===== src/core/efr_regs.svh =====
`ifndef EFR_REGS_SVH
`define EFR_REGS_SVH

// ************************************************
// register byte offsets
// ************************************************
`define EFR_OFF_PUBCFG 12'h000
`define EFR_OFF_SUBCFG 12'h004
`define EFR_OFF_TRIGCTL 12'h008
`define EFR_OFF_SWTRIG 12'h00C
`define EFR_OFF_GRP0IDX 12'h010
`define EFR_OFF_GRP1IDX 12'h014
`define EFR_OFF_RAWSTAT 12'h018

// ************************************************
// reset values
// ************************************************
`define EFR_RST_PUBCFG 16'h0000
`define EFR_RST_SUBCFG 4'h0
`define EFR_RST_TRIGCTL 12'h000

// ************************************************
// field positions
// ************************************************
`define EFR_POS_SUB1SEL 2
`define EFR_POS_TSEL1 4
`define EFR_POS_TSEL2 8
`define EFR_POS_IDXVLD 8
`define EFR_POS_RAW_SUB1 1
`define EFR_POS_RAW_LINE0 4
`define EFR_POS_RAW_LINE1 5

// ************************************************
// group indices and trigger-select codes
// ************************************************
`define EFR_GRP0_SUB0 3'h4
`define EFR_GRP0_SUB1 3'h5
`define EFR_TSEL_SW 4'h0
`define EFR_TSEL_SUB0 4'h1
`define EFR_TSEL_SUB1 4'h2
`define EFR_TSEL_FIRSTPUB 4'h3
`define EFR_TSEL_LAST 4'hD

`endif


===== src/core/efr_pkg.sv =====
package efr_pkg;

    // ************************************************
    // types
    // ************************************************
    typedef enum logic [1:0] {
        EFR_CH_NONE,
        EFR_CH_ONE,
        EFR_CH_TWO,
        EFR_CH_SPLIT
    } efr_chan_e;

    typedef struct packed {
        logic psel;
        logic penable;
        logic pwrite;
        logic [11:0] paddr;
        logic [31:0] pwdata;
    } efr_apb_req_s;

    typedef struct packed {
        logic [31:0] prdata;
        logic pready;
        logic pslverr;
    } efr_apb_rsp_s;

    typedef logic [3:0] efr_tsel_t;
    typedef logic [2:0] efr_idx_t;

endpackage


===== src/core/efr_int_group.sv =====
`timescale 1ns/100ps
module efr_int_group
    import efr_pkg::*;
(
    // pending sources by group index
    input wire logic [6:0] pend,
    // shared line and reported index
    output logic lineAct,
    output efr_idx_t lowIdx
);

    // ************************************************
    // lowest pending index
    // ************************************************
    function automatic efr_idx_t lowestSet(input logic [6:0] v);
        efr_idx_t r;
        r = 3'h0;
        for (int i = 6; i >= 0; i--) begin
            if (v[i]) begin
                r = 3'(i);
            end
        end
        return r;
    endfunction

    assign lineAct = |pend;
    assign lowIdx = lowestSet(pend);

endmodule


===== src/core/efr_dma_trig.sv =====
`timescale 1ns/100ps
`include "efr_regs.svh"
module efr_dma_trig
    import efr_pkg::*;
(
    // trigger-select field of one channel
    input wire efr_tsel_t tsel,
    // candidate sources by select code
    input wire logic [13:0] src,
    // selected trigger
    output logic trig
);

    wire logic tselValid;
    wire logic [15:0] srcPad;

    assign tselValid = (tsel <= `EFR_TSEL_LAST);
    // codes above the last publisher select nothing
    assign srcPad = {2'h0, src};
    assign trig = tselValid & srcPad[tsel];

endmodule


===== src/core/efr_top.sv =====
// The register offsets and register access over APB were left to the implementer.
`timescale 1ns/100ps
`include "efr_regs.svh"

// Operation
// - events travel from publishers to subscribers over fixed and programmed routes.
// - static route carries peripheral events to the processor as interrupt lines.
// - DMA route turns peripheral events into DMA transfer triggers.
// - generic route hands a publisher event to another peripheral subscriber port.
// - generic channel is one-to-one, or splitter to exactly two receivers.
// - channel code 0 none, 1 and 2 one-to-one, 3 splitter.
// - trigger select 0 software, 1-2 generic subscribers, 3-13 publisher outputs.
// - line 0 and line 1 are shared with group indices; others dedicated.
// - each DMA channel has a trigger-select field choosing its trigger.
module efr_top
    import efr_pkg::*;
(
    // clock and reset
    input wire logic clk,
    input wire logic rst,
    // register bus
    input wire efr_apb_req_s apbReq,
    output efr_apb_rsp_s apbRsp,
    // generic and DMA publishers
    input wire logic [7:0] pubEvent,
    input wire logic [10:0] dmaPub,
    // shared line sources
    input wire logic windowedWatchdogIrq,
    input wire logic debugSubsystemIrq,
    input wire logic flashControllerIrq,
    input wire logic systemControllerIrq,
    input wire logic portAPinsIrq,
    input wire logic portBPinsIrq,
    input wire logic randomSourceIrq,
    // dedicated line sources
    input wire logic [31:2] dedIrq,
    // routed outputs
    output logic [31:0] irqLine,
    output logic [2:0] dmaTrig,
    output logic [3:0] periphSub
);

    // ************************************************
    // declarations
    // ************************************************
    logic [15:0] pubCfg_q;
    logic [3:0] subCfg_q;
    logic [11:0] trigCtl_q;
    logic [2:0] swTrig_q;
    logic sub0Pend_q;
    logic sub1Pend_q;
    logic pready_q;
    logic pslverr_q;
    logic [31:0] prdata_q;
    logic [31:0] irqLine_q;
    logic [2:0] dmaTrig_q;
    logic [3:0] periphSub_q;
    logic [31:0] rdData;
    logic mapped;
    logic [3:1] chanEvt;
    logic [2:0] chTrig;
    logic grp0Act;
    logic grp1Act;
    efr_idx_t grp0Idx;
    efr_idx_t grp1Idx;

    // ************************************************
    // functions
    // ************************************************
    function automatic logic chanHit(input logic [15:0] cfg, input logic [7:0] ev,
                                     input efr_chan_e code);
        logic r;
        r = 1'b0;
        for (int i = 0; i < 8; i++) begin
            if (ev[i] && (efr_chan_e'(cfg[2*i +: 2]) == code)) begin
                r = 1'b1;
            end
        end
        return r;
    endfunction

    function automatic logic chanOf(input logic [1:0] sel, input logic [3:1] evt);
        logic r;
        r = 1'b0;
        if (efr_chan_e'(sel) != EFR_CH_NONE) begin
            r = evt[sel];
        end
        return r;
    endfunction

    // ************************************************
    // bus decode
    // ************************************************
    wire logic setupAcc = apbReq.psel & apbReq.penable & ~pready_q;
    wire logic xferDone = apbReq.psel & apbReq.penable & pready_q;
    wire logic wrDone = xferDone & apbReq.pwrite & ~pslverr_q;
    wire logic rdDone = xferDone & ~apbReq.pwrite;
    wire logic selPub = (apbReq.paddr == `EFR_OFF_PUBCFG);
    wire logic selSub = (apbReq.paddr == `EFR_OFF_SUBCFG);
    wire logic selTrig = (apbReq.paddr == `EFR_OFF_TRIGCTL);
    wire logic selSw = (apbReq.paddr == `EFR_OFF_SWTRIG);
    wire logic selGrp0 = (apbReq.paddr == `EFR_OFF_GRP0IDX);
    wire logic selGrp1 = (apbReq.paddr == `EFR_OFF_GRP1IDX);
    wire logic selRaw = (apbReq.paddr == `EFR_OFF_RAWSTAT);

    always_comb begin
        rdData = 32'h0000_0000;
        mapped = 1'b1;
        if (selPub) begin
            rdData = {16'h0000, pubCfg_q};
        end else if (selSub) begin
            rdData = {28'h000_0000, subCfg_q};
        end else if (selTrig) begin
            rdData = {20'h0_0000, trigCtl_q};
        end else if (selSw) begin
            rdData = 32'h0000_0000;
        end else if (selGrp0) begin
            rdData = {23'h00_0000, grp0Act, 5'h00, grp0Idx};
        end else if (selGrp1) begin
            rdData = {23'h00_0000, grp1Act, 5'h00, grp1Idx};
        end else if (selRaw) begin
            rdData = {26'h000_0000, grp1Act, grp0Act, 2'h0, sub1Pend_q, sub0Pend_q};
        end else begin
            mapped = 1'b0;
        end
    end

    // ************************************************
    // bus slave
    // ************************************************
    always_ff @(posedge clk) begin
        if (rst) begin
            pready_q <= 1'b0;
            pslverr_q <= 1'b0;
            prdata_q <= 32'h0000_0000;
        end else begin
            pready_q <= setupAcc;
            pslverr_q <= setupAcc & ~mapped;
            if (setupAcc && !apbReq.pwrite) begin
                prdata_q <= rdData;
            end
        end
    end

    // ************************************************
    // configuration registers
    // ************************************************
    always_ff @(posedge clk) begin
        if (rst) begin
            pubCfg_q <= `EFR_RST_PUBCFG;
            subCfg_q <= `EFR_RST_SUBCFG;
            trigCtl_q <= `EFR_RST_TRIGCTL;
        end else if (wrDone) begin
            if (selPub) begin
                pubCfg_q <= apbReq.pwdata[15:0];
            end
            if (selSub) begin
                subCfg_q <= apbReq.pwdata[3:0];
            end
            if (selTrig) begin
                trigCtl_q <= apbReq.pwdata[11:0];
            end
        end
    end

    always_ff @(posedge clk) begin
        if (rst) begin
            swTrig_q <= 3'h0;
        end else begin
            swTrig_q <= (wrDone && selSw) ? apbReq.pwdata[2:0] : 3'h0;
        end
    end

    // ************************************************
    // generic routes
    // ************************************************
    assign chanEvt[1] = chanHit(pubCfg_q, pubEvent, EFR_CH_ONE);
    assign chanEvt[2] = chanHit(pubCfg_q, pubEvent, EFR_CH_TWO);
    assign chanEvt[3] = chanHit(pubCfg_q, pubEvent, EFR_CH_SPLIT);

    wire logic [1:0] sub0Sel = subCfg_q[1:0];
    wire logic [1:0] sub1Sel = subCfg_q[`EFR_POS_SUB1SEL +: 2];
    wire logic sub0Split = (efr_chan_e'(sub0Sel) == EFR_CH_SPLIT);
    wire logic sub1Split = (efr_chan_e'(sub1Sel) == EFR_CH_SPLIT);
    wire logic sub1Blocked = (sub1Sel == sub0Sel) && !sub1Split;
    wire logic sub0Evt = chanOf(sub0Sel, chanEvt);
    wire logic sub1Evt = chanOf(sub1Sel, chanEvt) & ~sub1Blocked;
    wire logic ch1Claimed = (sub0Sel == 2'h1) || (sub1Sel == 2'h1);
    wire logic ch2Claimed = (sub0Sel == 2'h2) || (sub1Sel == 2'h2);
    wire logic [3:0] periphNext = {
        chanEvt[3] & ~sub0Split & ~sub1Split,
        chanEvt[3] & ~(sub0Split & sub1Split),
        chanEvt[2] & ~ch2Claimed,
        chanEvt[1] & ~ch1Claimed
    };

    // ************************************************
    // DMA triggers
    // ************************************************
    for (genvar c = 0; c < 3; c++) begin : gTrig
        efr_dma_trig uTrig (
            .tsel(trigCtl_q[4*c +: 4]),
            .src({dmaPub, sub1Evt, sub0Evt, swTrig_q[c]}),
            .trig(chTrig[c])
        );
    end

    // ************************************************
    // shared interrupt lines
    // ************************************************
    wire logic clrSub0 = rdDone && selGrp0 && (prdata_q[2:0] == `EFR_GRP0_SUB0);
    wire logic clrSub1 = rdDone && selGrp0 && (prdata_q[2:0] == `EFR_GRP0_SUB1);
    wire logic [6:0] pend0 = {systemControllerIrq, sub1Pend_q, sub0Pend_q,
                              flashControllerIrq, debugSubsystemIrq, 1'b0,
                              windowedWatchdogIrq};
    wire logic [6:0] pend1 = {1'b0, randomSourceIrq, 3'h0, portBPinsIrq,
                              portAPinsIrq};

    always_ff @(posedge clk) begin
        if (rst) begin
            sub0Pend_q <= 1'b0;
            sub1Pend_q <= 1'b0;
        end else begin
            sub0Pend_q <= sub0Evt | (sub0Pend_q & ~clrSub0);
            sub1Pend_q <= sub1Evt | (sub1Pend_q & ~clrSub1);
        end
    end

    efr_int_group uGrp0 (
        .pend(pend0),
        .lineAct(grp0Act),
        .lowIdx(grp0Idx)
    );

    efr_int_group uGrp1 (
        .pend(pend1),
        .lineAct(grp1Act),
        .lowIdx(grp1Idx)
    );

    // ************************************************
    // output registers
    // ************************************************
    always_ff @(posedge clk) begin
        if (rst) begin
            irqLine_q <= 32'h0000_0000;
            dmaTrig_q <= 3'h0;
            periphSub_q <= 4'h0;
        end else begin
            irqLine_q <= {dedIrq, grp1Act, grp0Act};
            dmaTrig_q <= chTrig;
            periphSub_q <= periphNext;
        end
    end

    assign irqLine = irqLine_q;
    assign dmaTrig = dmaTrig_q;
    assign periphSub = periphSub_q;
    assign apbRsp = '{prdata: prdata_q, pready: pready_q, pslverr: pslverr_q};
endmodule


===== config.mk =====
export PLATFORM = sky130hd
export DESIGN_NAME = efr_top
export DESIGN_NICKNAME = d
export VERILOG_FILES = /design/src/core/efr_pkg.sv /design/src/core/efr_int_group.sv /design/src/core/efr_dma_trig.sv /design/src/core/efr_top.sv
export VERILOG_INCLUDE_DIRS = /design/src /design/src/core
export SDC_FILE = /design/constraint.sdc
export NUM_CORES = 1
export LEC_CHECK = 0
export ABC_AREA = 1
export BUFFER_PORTS_ARGS = -buffer_cell sky130_fd_sc_hd__clkbuf_2
export CAP_MARGIN = 20
export CORE_ASPECT_RATIO = 0.7
export CORE_UTILIZATION = 53
export CTS_BUF_LIST = sky130_fd_sc_hd__clkbuf_16
export CTS_CLUSTER_DIAMETER = 30
export CTS_CLUSTER_SIZE = 30
export DETAILED_ROUTE_END_ITERATION = 8
export PLACE_DENSITY = 0.86
export REMOVE_ABC_BUFFERS = 1
export SLEW_MARGIN = 10
export SYNTH_ARGS = -nofsm -noshare
export SYNTH_HDL_FRONTEND = slang
export SYNTH_SLANG_ARGS = --single-unit

===== constraint.sdc =====
create_clock -name clk -period 2.75 [get_ports clk]
set_input_delay 0.275 -clock clk [delete_from_list [all_inputs] [get_ports clk]]
set_output_delay 0.275 -clock clk [all_outputs]
set_load 0.01 [all_outputs]

---- Yosys cells after proc, flatten, opt, wreduce, memory -nomap -nowiden ----
Index checks and enable logic that the tools add are counted.
storage, ports and cells
  bits in registers ....................... 110
  bits of input ports ..................... 105
  output and inout bits ................... 73
  word-level logic and storage cells ...... 195
cells by class
  $lt $le $gt $ge ......................... 8
  equal/unequal tests ..................... 39
  muxes and demuxes ....................... 59
  bitwise operators ....................... 34
  reduce and logical (&&, ||, !) cells .... 43
operators with widths
  operator               count
  $eq A2 B2 Y1 const B   20
  $mux W1                38
  $eq A12 B5 Y1 const B  3
  $logic_and A1 B1 Y1    30
  $mux W3                9
  $mux W9                3
  $eq A12 B4 Y1 const B  2
  $mux W12               2
  $eq A2 B1 Y1 const B   10
  $and A1 B1 Y1          19
  $mux W16               1
  $lt A4 B5 Y1 const B   3
  $not A1 Y1             13
  $bmux W1 S4            3
  $eq A12 B3 Y1 const B  1
  $le A4 B4 Y1 const B   3
  $logic_not A12 Y1      1
  $eq A3 B3 Y1 const B   2
  $lt A2 B3 Y1 const B   2
  $mux W6                1
  $reduce_and A2 Y1      3
  $reduce_or A6 Y1       1
  $bmux W1 S2            2
  $reduce_bool A2 Y1     2
  6 further kinds        9

---- Depth between registers and ports, before layout ----
Gate-level depths: netlist of the first run.
  word-level depth ........................ 17
  depth in mapped cells ................... 13
  depth with buffers taken out ............ 13

---- Hierarchy ----
From an unflattened synthesis of the first run, not the netlist that was laid out.
unflattened totals
  cell total of the unflattened synthesis .. 686
  area total of the unflattened synthesis .. 4763.3 um^2
modules (own cells, without submodules)
  module         instances  cells an instance  area an instance (um^2)  seq. area each (um^2)
  efr_top        1          536                4036.4                   1881.8
  efr_dma_trig   3          38                 181.4                    0.0
  efr_int_group  2          18                 91.3                     0.0

---- Worst setup path after synthesis of the first run ----
Ideal clock, no wire load.
  path type ............................... input to register
  start point ............................. input apbReq[43] in the netlist's numbering
  end point ............................... register trigCtl_q[4]
  setup time .............................. 124 ps
  arrival ................................. 1280 ps
  required time ........................... 2626 ps
  setup slack ............................. 1346 ps
  stages .................................. 9
  buffers on the path ..................... 1
  path through ............................ nor2_1 -> nand2_2 -> nor2_4 -> nand2_4 -> nor4_4 -> inv_2 -> buf_6 -> o21ai_1 -> a21oi_1
on the way
  longest elaborated chain between the ends .. 2
ends and longest elaborated chain
  element                      RTL line        RTL
  start, declared              efr_top.sv:22   input wire efr_apb_req_s apbReq,
  $eq A12 B4 Y1 (no line)      n/a
  $reduce_and A2 Y1 (no line)  n/a
  end signal, assigned         efr_top.sv:152  trigCtl_q <= `EFR_RST_TRIGCTL;
  end signal, assigned         efr_top.sv:161  trigCtl_q <= apbReq.pwdata[11:0];
  end, declared                efr_top.sv:48   logic [11:0] trigCtl_q;
Every way passes these cells.
A chain may end at the register's enable or synchronous reset.

---- Worst setup path after layout of the first run ----
  start point ............................. register pready_q
  end point ............................... register prdata_q[3]
on the way
  longest elaborated chain between the ends .. 3
ends and longest elaborated chain
  element                 RTL line        RTL
  start, declared         efr_top.sv:52   logic pready_q;
  start signal, assigned  efr_top.sv:137  pready_q <= setupAcc;
  $not A1 Y1              efr_top.sv:94   wire logic setupAcc = apbReq.psel & apbReq.penable & ~pready_q;
  $and A1 B1 Y1           efr_top.sv:94
  $logic_and A1 B1 Y1     efr_top.sv:139  if (setupAcc && !apbReq.pwrite) begin
  end signal, assigned    efr_top.sv:140  prdata_q <= rdData;
  end, declared           efr_top.sv:54   logic [31:0] prdata_q;
Every way passes these cells.

==> results of run 1 <==
## metal layers
layer | track usage | up-vias | routed length (µm)
met5 | 0 | - | 0
met4 | 0.07600 | 0 | 118
met3 | 0.08200 | 12 | 1288
met2 | 0.4210 | 244 | 5479
met1 | 0.3848 | 2044 | 5329
li1 | - | 2304 | -
## logic make-up after synthesis
logic type             after synthesis
other                                1
buffers and inverters              144
and+or+nand+nor                    245
AOI/OAI and AO/OA                  148
DFF                                 94
## power by group through the flow
stage	registers (mW)	clock network, mW	logic [mW]
6_report	1.41	1.16	0.260
5_1_grt	1.41	1.23	0.288
4_1_cts	1.41	1.18	0.255
3_5_place_dp	1.44	0	0.254
3_3_place_gp	1.44	0	0.246
2_1_floorplan	1.46	0	0.0898
## worst max-delay path by stage
stage	startpoint	to	slack, ns	cells after the start
floorplan	pready_q$_SDFF_PP0_	prdata_q[11]$_SDFFE_PP0P_	1.26	6
global placement	rst	swTrig_q[1]$_SDFF_PP0_	0.54	4
detailed placement	rst	swTrig_q[0]$_SDFF_PP0_	0.54	4
CTS	rst	swTrig_q[0]$_SDFF_PP0_	0.89	4
global route	pready_q$_SDFF_PP0_	prdata_q[8]$_SDFFE_PP0P_	0.86	6
finish	pready_q$_SDFF_PP0_	prdata_q[3]$_SDFFE_PP0P_	1.05	6
## final cells by class
cell class / instances / area, µm²
clock buffers: 9 / 225.2
clock inverters: 7 / 47.55
fillers: 676 / 2571
inverters: 105 / 397.9
multi-input cells: 409 / 2056
flip-flops and latches: 94 / 1882
well taps: 101 / 126.4
repair buffers: 148 / 768.2
## cells in the mapped netlist (6+ instances only)
library cell,n,area share
nand2_2,7,0.0096
nand3_1,53,0.058
nand2_1,85,0.070
a21oi_1,63,0.069
o221ai_1,6,0.012
o21ai_0,38,0.042
o21ai_1,14,0.015
nor2_1,74,0.061
inv_1,97,0.080
clkbuf_1,9,0.0074
buf_4,19,0.031
o211ai_1,10,0.016
dfxtp_1,94,0.41
## state kept, by name, indices dropped and copies added (netlist names), 3 cells and up
signal,cells
dmaTrig,3
prdata_q,16
periphSub,4
irqLine,32
swTrig_q,3
subCfg_q,4
trigCtl_q,12
pubCfg_q,16
## metrics by stage
stage / hold slack [ns] / utilization / power (mW) / area (µm²) / setup slack (ns)
2_1_floorplan: 0.3374 / - / 1.545 / 4335 / 1.257
3_3_place_gp: 0.4585 / 0.6444 / 1.683 / 5202 / 0.5352
3_5_place_dp: 0.4556 / 0.6444 / 1.691 / 5202 / 0.5427
4_1_cts: 0.1019 / 0.6781 / 2.840 / 5475 / 0.8887
5_1_grt: 0.1023 / 0.6815 / 2.931 / 5503 / 0.8621
6_report: 0.1100 / 0.6815 / 2.825 / 5503 / 1.049
## worst max-delay path, stage by stage, from the launching register on
cell and delay, ns:
dfxtp_1 0.32, nor2_1 0.10, inv_1 0.06, nor2_2 0.59, buf_4 0.30, o21ai_0 0.11
a21oi_1 0.15
==> flow_metrics.py, run 1 <==
metrics = {
    "sta": {
        "final-hold-violation-count": 0,
        "min_period_ns": 1.701,
        "slew_viol_final": 0,
        "fmax_mhz": 588.0,
        "rsz0062_at_grt": "false",
        "post-route-period-util": 0.6184,
        "worst_slew_pin_slew_ns": 0.7760,
        "maxSlewHeadroom": 0.4821,
        "fin_tns_setup_ns": 0,
        "fin_skew_ns": 0.006510,
        "setup_violations": 0,
    },
    "yosys": {
        "netlist_area_um2": 4551,
        "yosysWarnings": 0,
        "synth_edf_count": 0,
        "synthXorXnorAreaFrac": 0,
        "ys_seq_area_frac": 0.4135,
        "synth_top_family_by_area": "simple AND/OR/NAND/NOR gates",
        "synth_adder_area_share": 0,
        "yosys.area_share.simple": 0.2543,
        "synthDistinctLibCells": 44,
        "synthCells": 632,
        "synthMuxAreaShare": 0,
        "synth_seq_cells": 94,
        "async_reset_ff_frac": 0,
        "syn_avg_cell_area_um2": 7.200,
        "synth-compound-area-share": 0.1842,
        "synth_ff_type": "dfxtp_1",
    },
    "cts": {
        "cts_made_buffers": 9,
        "clock-sinks": 94,
        "clk_transition_reported_paths_ns": 0.07,
        "cts_setup_buffers": 0,
        "cts_resized": 0,
        "cts_root_buffer": "clkbuf_16",
        "hold_buffers": 0,
        "cts_max_path_buffers": 2,
        "cts_tree": "done",
        "insertion_delay_ns": 0.35,
        "htreeDepth": 3,
    },
    "floorplanning": {
        "die_area_um2": 8966,
        "die_y_um": 79.53,
        "num_rows": 27,
        "chipWidth_um": 112.8,
        "io_pins": 178,
        "core_area_um2": 8074,
        "start_util": 0.5636,
    },
    "cells_and_area": {
        "final_common_cell": "clkbuf_2",
        "finalNonFillerCells": 873,
        "final_nets": 872,
        "layout_common_cells": "clkbuf_2, inv_1, dfxtp_1",
        "drive_gt1_frac": 0.2500,
        "diodes": 0,
        "synthToLayoutAreaGrowth_pct": 20.92,
    },
    "route": {
        "dr.pass1.iters": 5,
        "viasPerCell": 5.274,
        "drt-total-wl_um": 12220,
        "drc": 0,
        "vias": 4604,
        "drtIter0Drc": 352,
        "wl_per_cell_um": 13.99,
        "drtAntennaViolNets": 0,
    },
    "grt": {
        "grtUsageTotal": 0.2780,
        "grt_max_degree": 46,
        "grt_pass1_vias": 4160,
        "antenna_found_initial": 0,
        "overflow": 0,
        "grt_pass1_wl_um": 19310,
    },
    "power_and_ir_drop": {
        "power.internal_mw": 2.114,
        "pwr-share-clk": 0.410,
        "power_switching_mw": 0.7105,
        "pwr_density_cell_nw_per_um2": 513.3,
        "p_leak_nw": 2.702,
        "ir_drop_mv": 0.4363,
        "swShare": 0.2515,
        "seqPwrFrac": 0.498,
        "comb_power_share": 0.092,
    },
    "placed_design": {
        "dp.cells": 856,
        "dp_hpwl_um": 9338,
        "portBuffers": 145,
        "place.gp.congestion": 0.8761,
    },
    "run_status": {
        "status": "finished, final reports clean",
    },
    "critical_path": {
        "critical_path_arrival_ns": 1.97,
        "rr_endpoint": "prdata_q[3]$_SDFFE_PP0P_",
        "r2r_start": "pready_q$_SDFF_PP0_",
        "cp_max_fo": 17,
        "r2r_slack_ns": 1.05,
        "reg2reg_depth": 6,
        "startpoint_type": "flop",
        "end_kind": "flop",
        "worstPathRequired_ns": 3.02,
        "critPathKind": "reg -> reg",
    },
    "flow_run": {
        "cap_violations": 0,
    },
    "min_path": {
        "hold_path.class": "in -> reg",
        "whs_path_depth": 3,
        "min_to": "irqLine[27]$_SDFF_PP0_",
        "hold_start": "dedIrq[27]",
    },
}
Note: power is estimated with default switching activity, not from simulation.
==> run 2: changes to the inputs <==
--- a/config.mk
+++ b/config.mk
@@ -10,12 +10,12 @@
 export BUFFER_PORTS_ARGS = -buffer_cell sky130_fd_sc_hd__clkbuf_2
 export CAP_MARGIN = 20
 export CORE_ASPECT_RATIO = 0.7
-export CORE_UTILIZATION = 53
+export CORE_UTILIZATION = 44
 export CTS_BUF_LIST = sky130_fd_sc_hd__clkbuf_16
 export CTS_CLUSTER_DIAMETER = 30
 export CTS_CLUSTER_SIZE = 30
 export DETAILED_ROUTE_END_ITERATION = 8
-export PLACE_DENSITY = 0.86
+export PLACE_DENSITY = 0.76
 export REMOVE_ABC_BUFFERS = 1
 export SLEW_MARGIN = 10
 export SYNTH_ARGS = -nofsm -noshare
==> constraint.sdc (replaced) <==
create_clock -name clk -period 1.45 [get_ports clk]
set_input_delay 0.145 -clock clk [delete_from_list [all_inputs] [get_ports clk]]
set_output_delay 0.145 -clock clk [all_outputs]
set_load 0.01 [all_outputs]
==> run 2 against run 1 <==
The run now ends with setup timing left. Combinational power up 140%. Via count up 10%. Non-clock buffer count is 89 higher.
==> flow_metrics.py, run 2 (synthesis gave the netlist of run 1 again) <==
metrics = {
    "run_status": {
        "status": "finished with violations",
        "violations": "setup timing",
    },
    "placed_design": {
        "portBuffers": 145,
        "placed_area_um2": 5644,
        "dp_hpwl_um": 10340,
        "place.gp.congestion": 0.8723,
    },
    "cells_and_area": {
        "design_area_um2": 6569,
        "largest_reg_flops": 32,
        "final_nets": 961,
        "synthToLayoutAreaGrowth_pct": 44.35,
        "layout_common_cells": "clkbuf_2, inv_1, dfxtp_1",
        "diodes": 0,
        "final_common_cell": "clkbuf_2",
        "drive_gt1_frac": 0.3670,
    },
    "route": {
        "vias": 5084,
        "drt-total-wl_um": 15140,
        "maxUsedRoutingLayer": "met4",
        "dr_wl_met3_um": 1388,
        "viasPerCell": 5.141,
        "drc": 0,
        "wl_met1_um": 6483,
        "drtAntennaViolNets": 0,
        "dr.pass1.iters": 5,
        "wl_per_cell_um": 15.31,
        "wl_met2_um": 6882,
        "drtIter0Drc": 428,
    },
    "grt": {
        "grt_pass1_vias": 4707,
        "overflow": 0,
        "grt_max_degree": 46,
        "grtUsageTotal": 0.2715,
        "antenna_found_initial": 0,
        "grt_pass1_wl_um": 22310,
    },
    "floorplanning": {
        "start_util": 0.4610,
        "die_area_um2": 10760,
        "io_pins": 178,
        "core_area_um2": 9872,
        "die_y_um": 87.09,
        "num_rows": 30,
        "chipWidth_um": 123.6,
    },
    "critical_path": {
        "rr_endpoint": "prdata_q[0]$_SDFFE_PP0P_",
        "reg2reg_depth": 13,
        "cp-endpoint": "prdata_q[0]$_SDFFE_PP0P_",
        "worstPathRequired_ns": 1.73,
        "r2r_start": "sub1Pend_q$_SDFF_PP0_",
        "critPathKind": "reg -> reg",
        "end_kind": "flop",
        "critical_path_arrival_ns": 1.78,
        "r2r_slack_ns": -0.05,
        "cp-startpoint": "sub1Pend_q$_SDFF_PP0_",
        "cp_max_fo": 4,
        "startpoint_type": "flop",
    },
    "min_path": {
        "hold_path.class": "in -> reg",
    },
    "sta": {
        "min_period_ns": 1.502,
        "slew_viol_final": 0,
        "fin_tns_setup_ns": -0.05633,
        "final-hold-violation-count": 0,
        "rsz0062_at_grt": "true",
        "post-route-period-util": 1.036,
        "setup_violations": 2,
        "fmax_mhz": 666.0,
        "fin_skew_ns": 0.008140,
        "setup_ws_ns": -0.05155,
    },
    "cts": {
        "cts_root_buffer": "clkbuf_16",
        "cts_tree": "done",
        "clk_transition_reported_paths_ns": 0.07,
        "insertion_delay_ns": 0.35,
        "clock-sinks": 94,
        "cts_max_path_buffers": 2,
        "cts_made_buffers": 9,
        "htreeDepth": 3,
    },
    "power_and_ir_drop": {
        "ir_drop_mv": 0.6049,
        "p_leak_nw": 3.160,
        "pwr_density_cell_nw_per_um2": 860.6,
    },
    "flow_run": {
        "cap_violations": 0,
    },
}
-- run 2: layout make-up --
type                            count  area [µm²]
Clock buffer                        9       225.2
Clock inverter                      7       75.07
Fill cell                         827        3303
Inverter                          105       400.4
Multi-Input combinational cell    409        2243
Sequential cell                    94        1914
Tap cell                          128       160.2
Timing Repair Buffer              237        1550
-- run 2: timing repair --
action | 4_1_cts | 5_1_grt
hold buffers | 30 | 0
endpoints found under the setup margin | 18 | 24
pin swaps | 4 | 31
hold endpoints to repair | 30 | 0
gates cloned | 0 | 1
buffers inserted | 2 | 6
gates resized for setup | 15 | 65
-- run 2: power breakdown --
part / internal (mW) / switching, mW
registers: 2.64 / 0.0239
clock network: 1.22 / 1.14
logic: 0.280 / 0.347
-- run 2: layer usage --
| layer | up-vias | global-route usage |
|---|---|---|
| met3 | 40 | 0.07395 |
| met1 | 2311 | 0.3608 |
| met2 | 248 | 0.4246 |
| met5 | - | 0 |
| met4 | 0 | 0.09200 |
| li1 | 2485 | - |
-- run 2: worst min-delay path by stage --
stage | start | end | cells past startpoint
finish | apbReq[15] | pubCfg_q[15]$_SDFFE_PP0P_ | 3
global route | apbReq[13] | pubCfg_q[13]$_SDFFE_PP0P_ | 3
CTS | apbReq[15] | pubCfg_q[15]$_SDFFE_PP0P_ | 3
detailed placement | dedIrq[25] | irqLine[25]$_SDFF_PP0_ | 3
global placement | dedIrq[26] | irqLine[26]$_SDFF_PP0_ | 3
floorplan | rst | prdata_q[0]$_SDFFE_PP0P_ | 1
-- run 2: through the flow --
step                worst slack [ns]  hold WS, ns    util  power (mW)  std cells
CTS                        0.0001257      0.05428  0.6398       5.653        982
detailed placement          -0.09864       0.3397  0.5717       3.243        934
global placement            -0.05194       0.3367  0.5717       3.226        934
finish                      -0.05155      0.05704  0.6654       5.653        989
floorplan                   -0.04343       0.2074       -       2.930        608
global route                -0.08638      0.06627  0.6654       5.842        989
-- run 2: worst max-delay path, stage by stage, from the launching register on --
cell and delay, ns:
dfxtp_4 0.37, buf_6 0.10, inv_2 0.04, o21ai_2 0.17, nand3_2 0.12, nand3_1 0.10, nand2_1 0.05, inv_1 0.06
nand2_1 0.05, nand2_1 0.07, nand2_1 0.05, nand2_1 0.07, nand2_2 0.07, a21oi_2 0.13
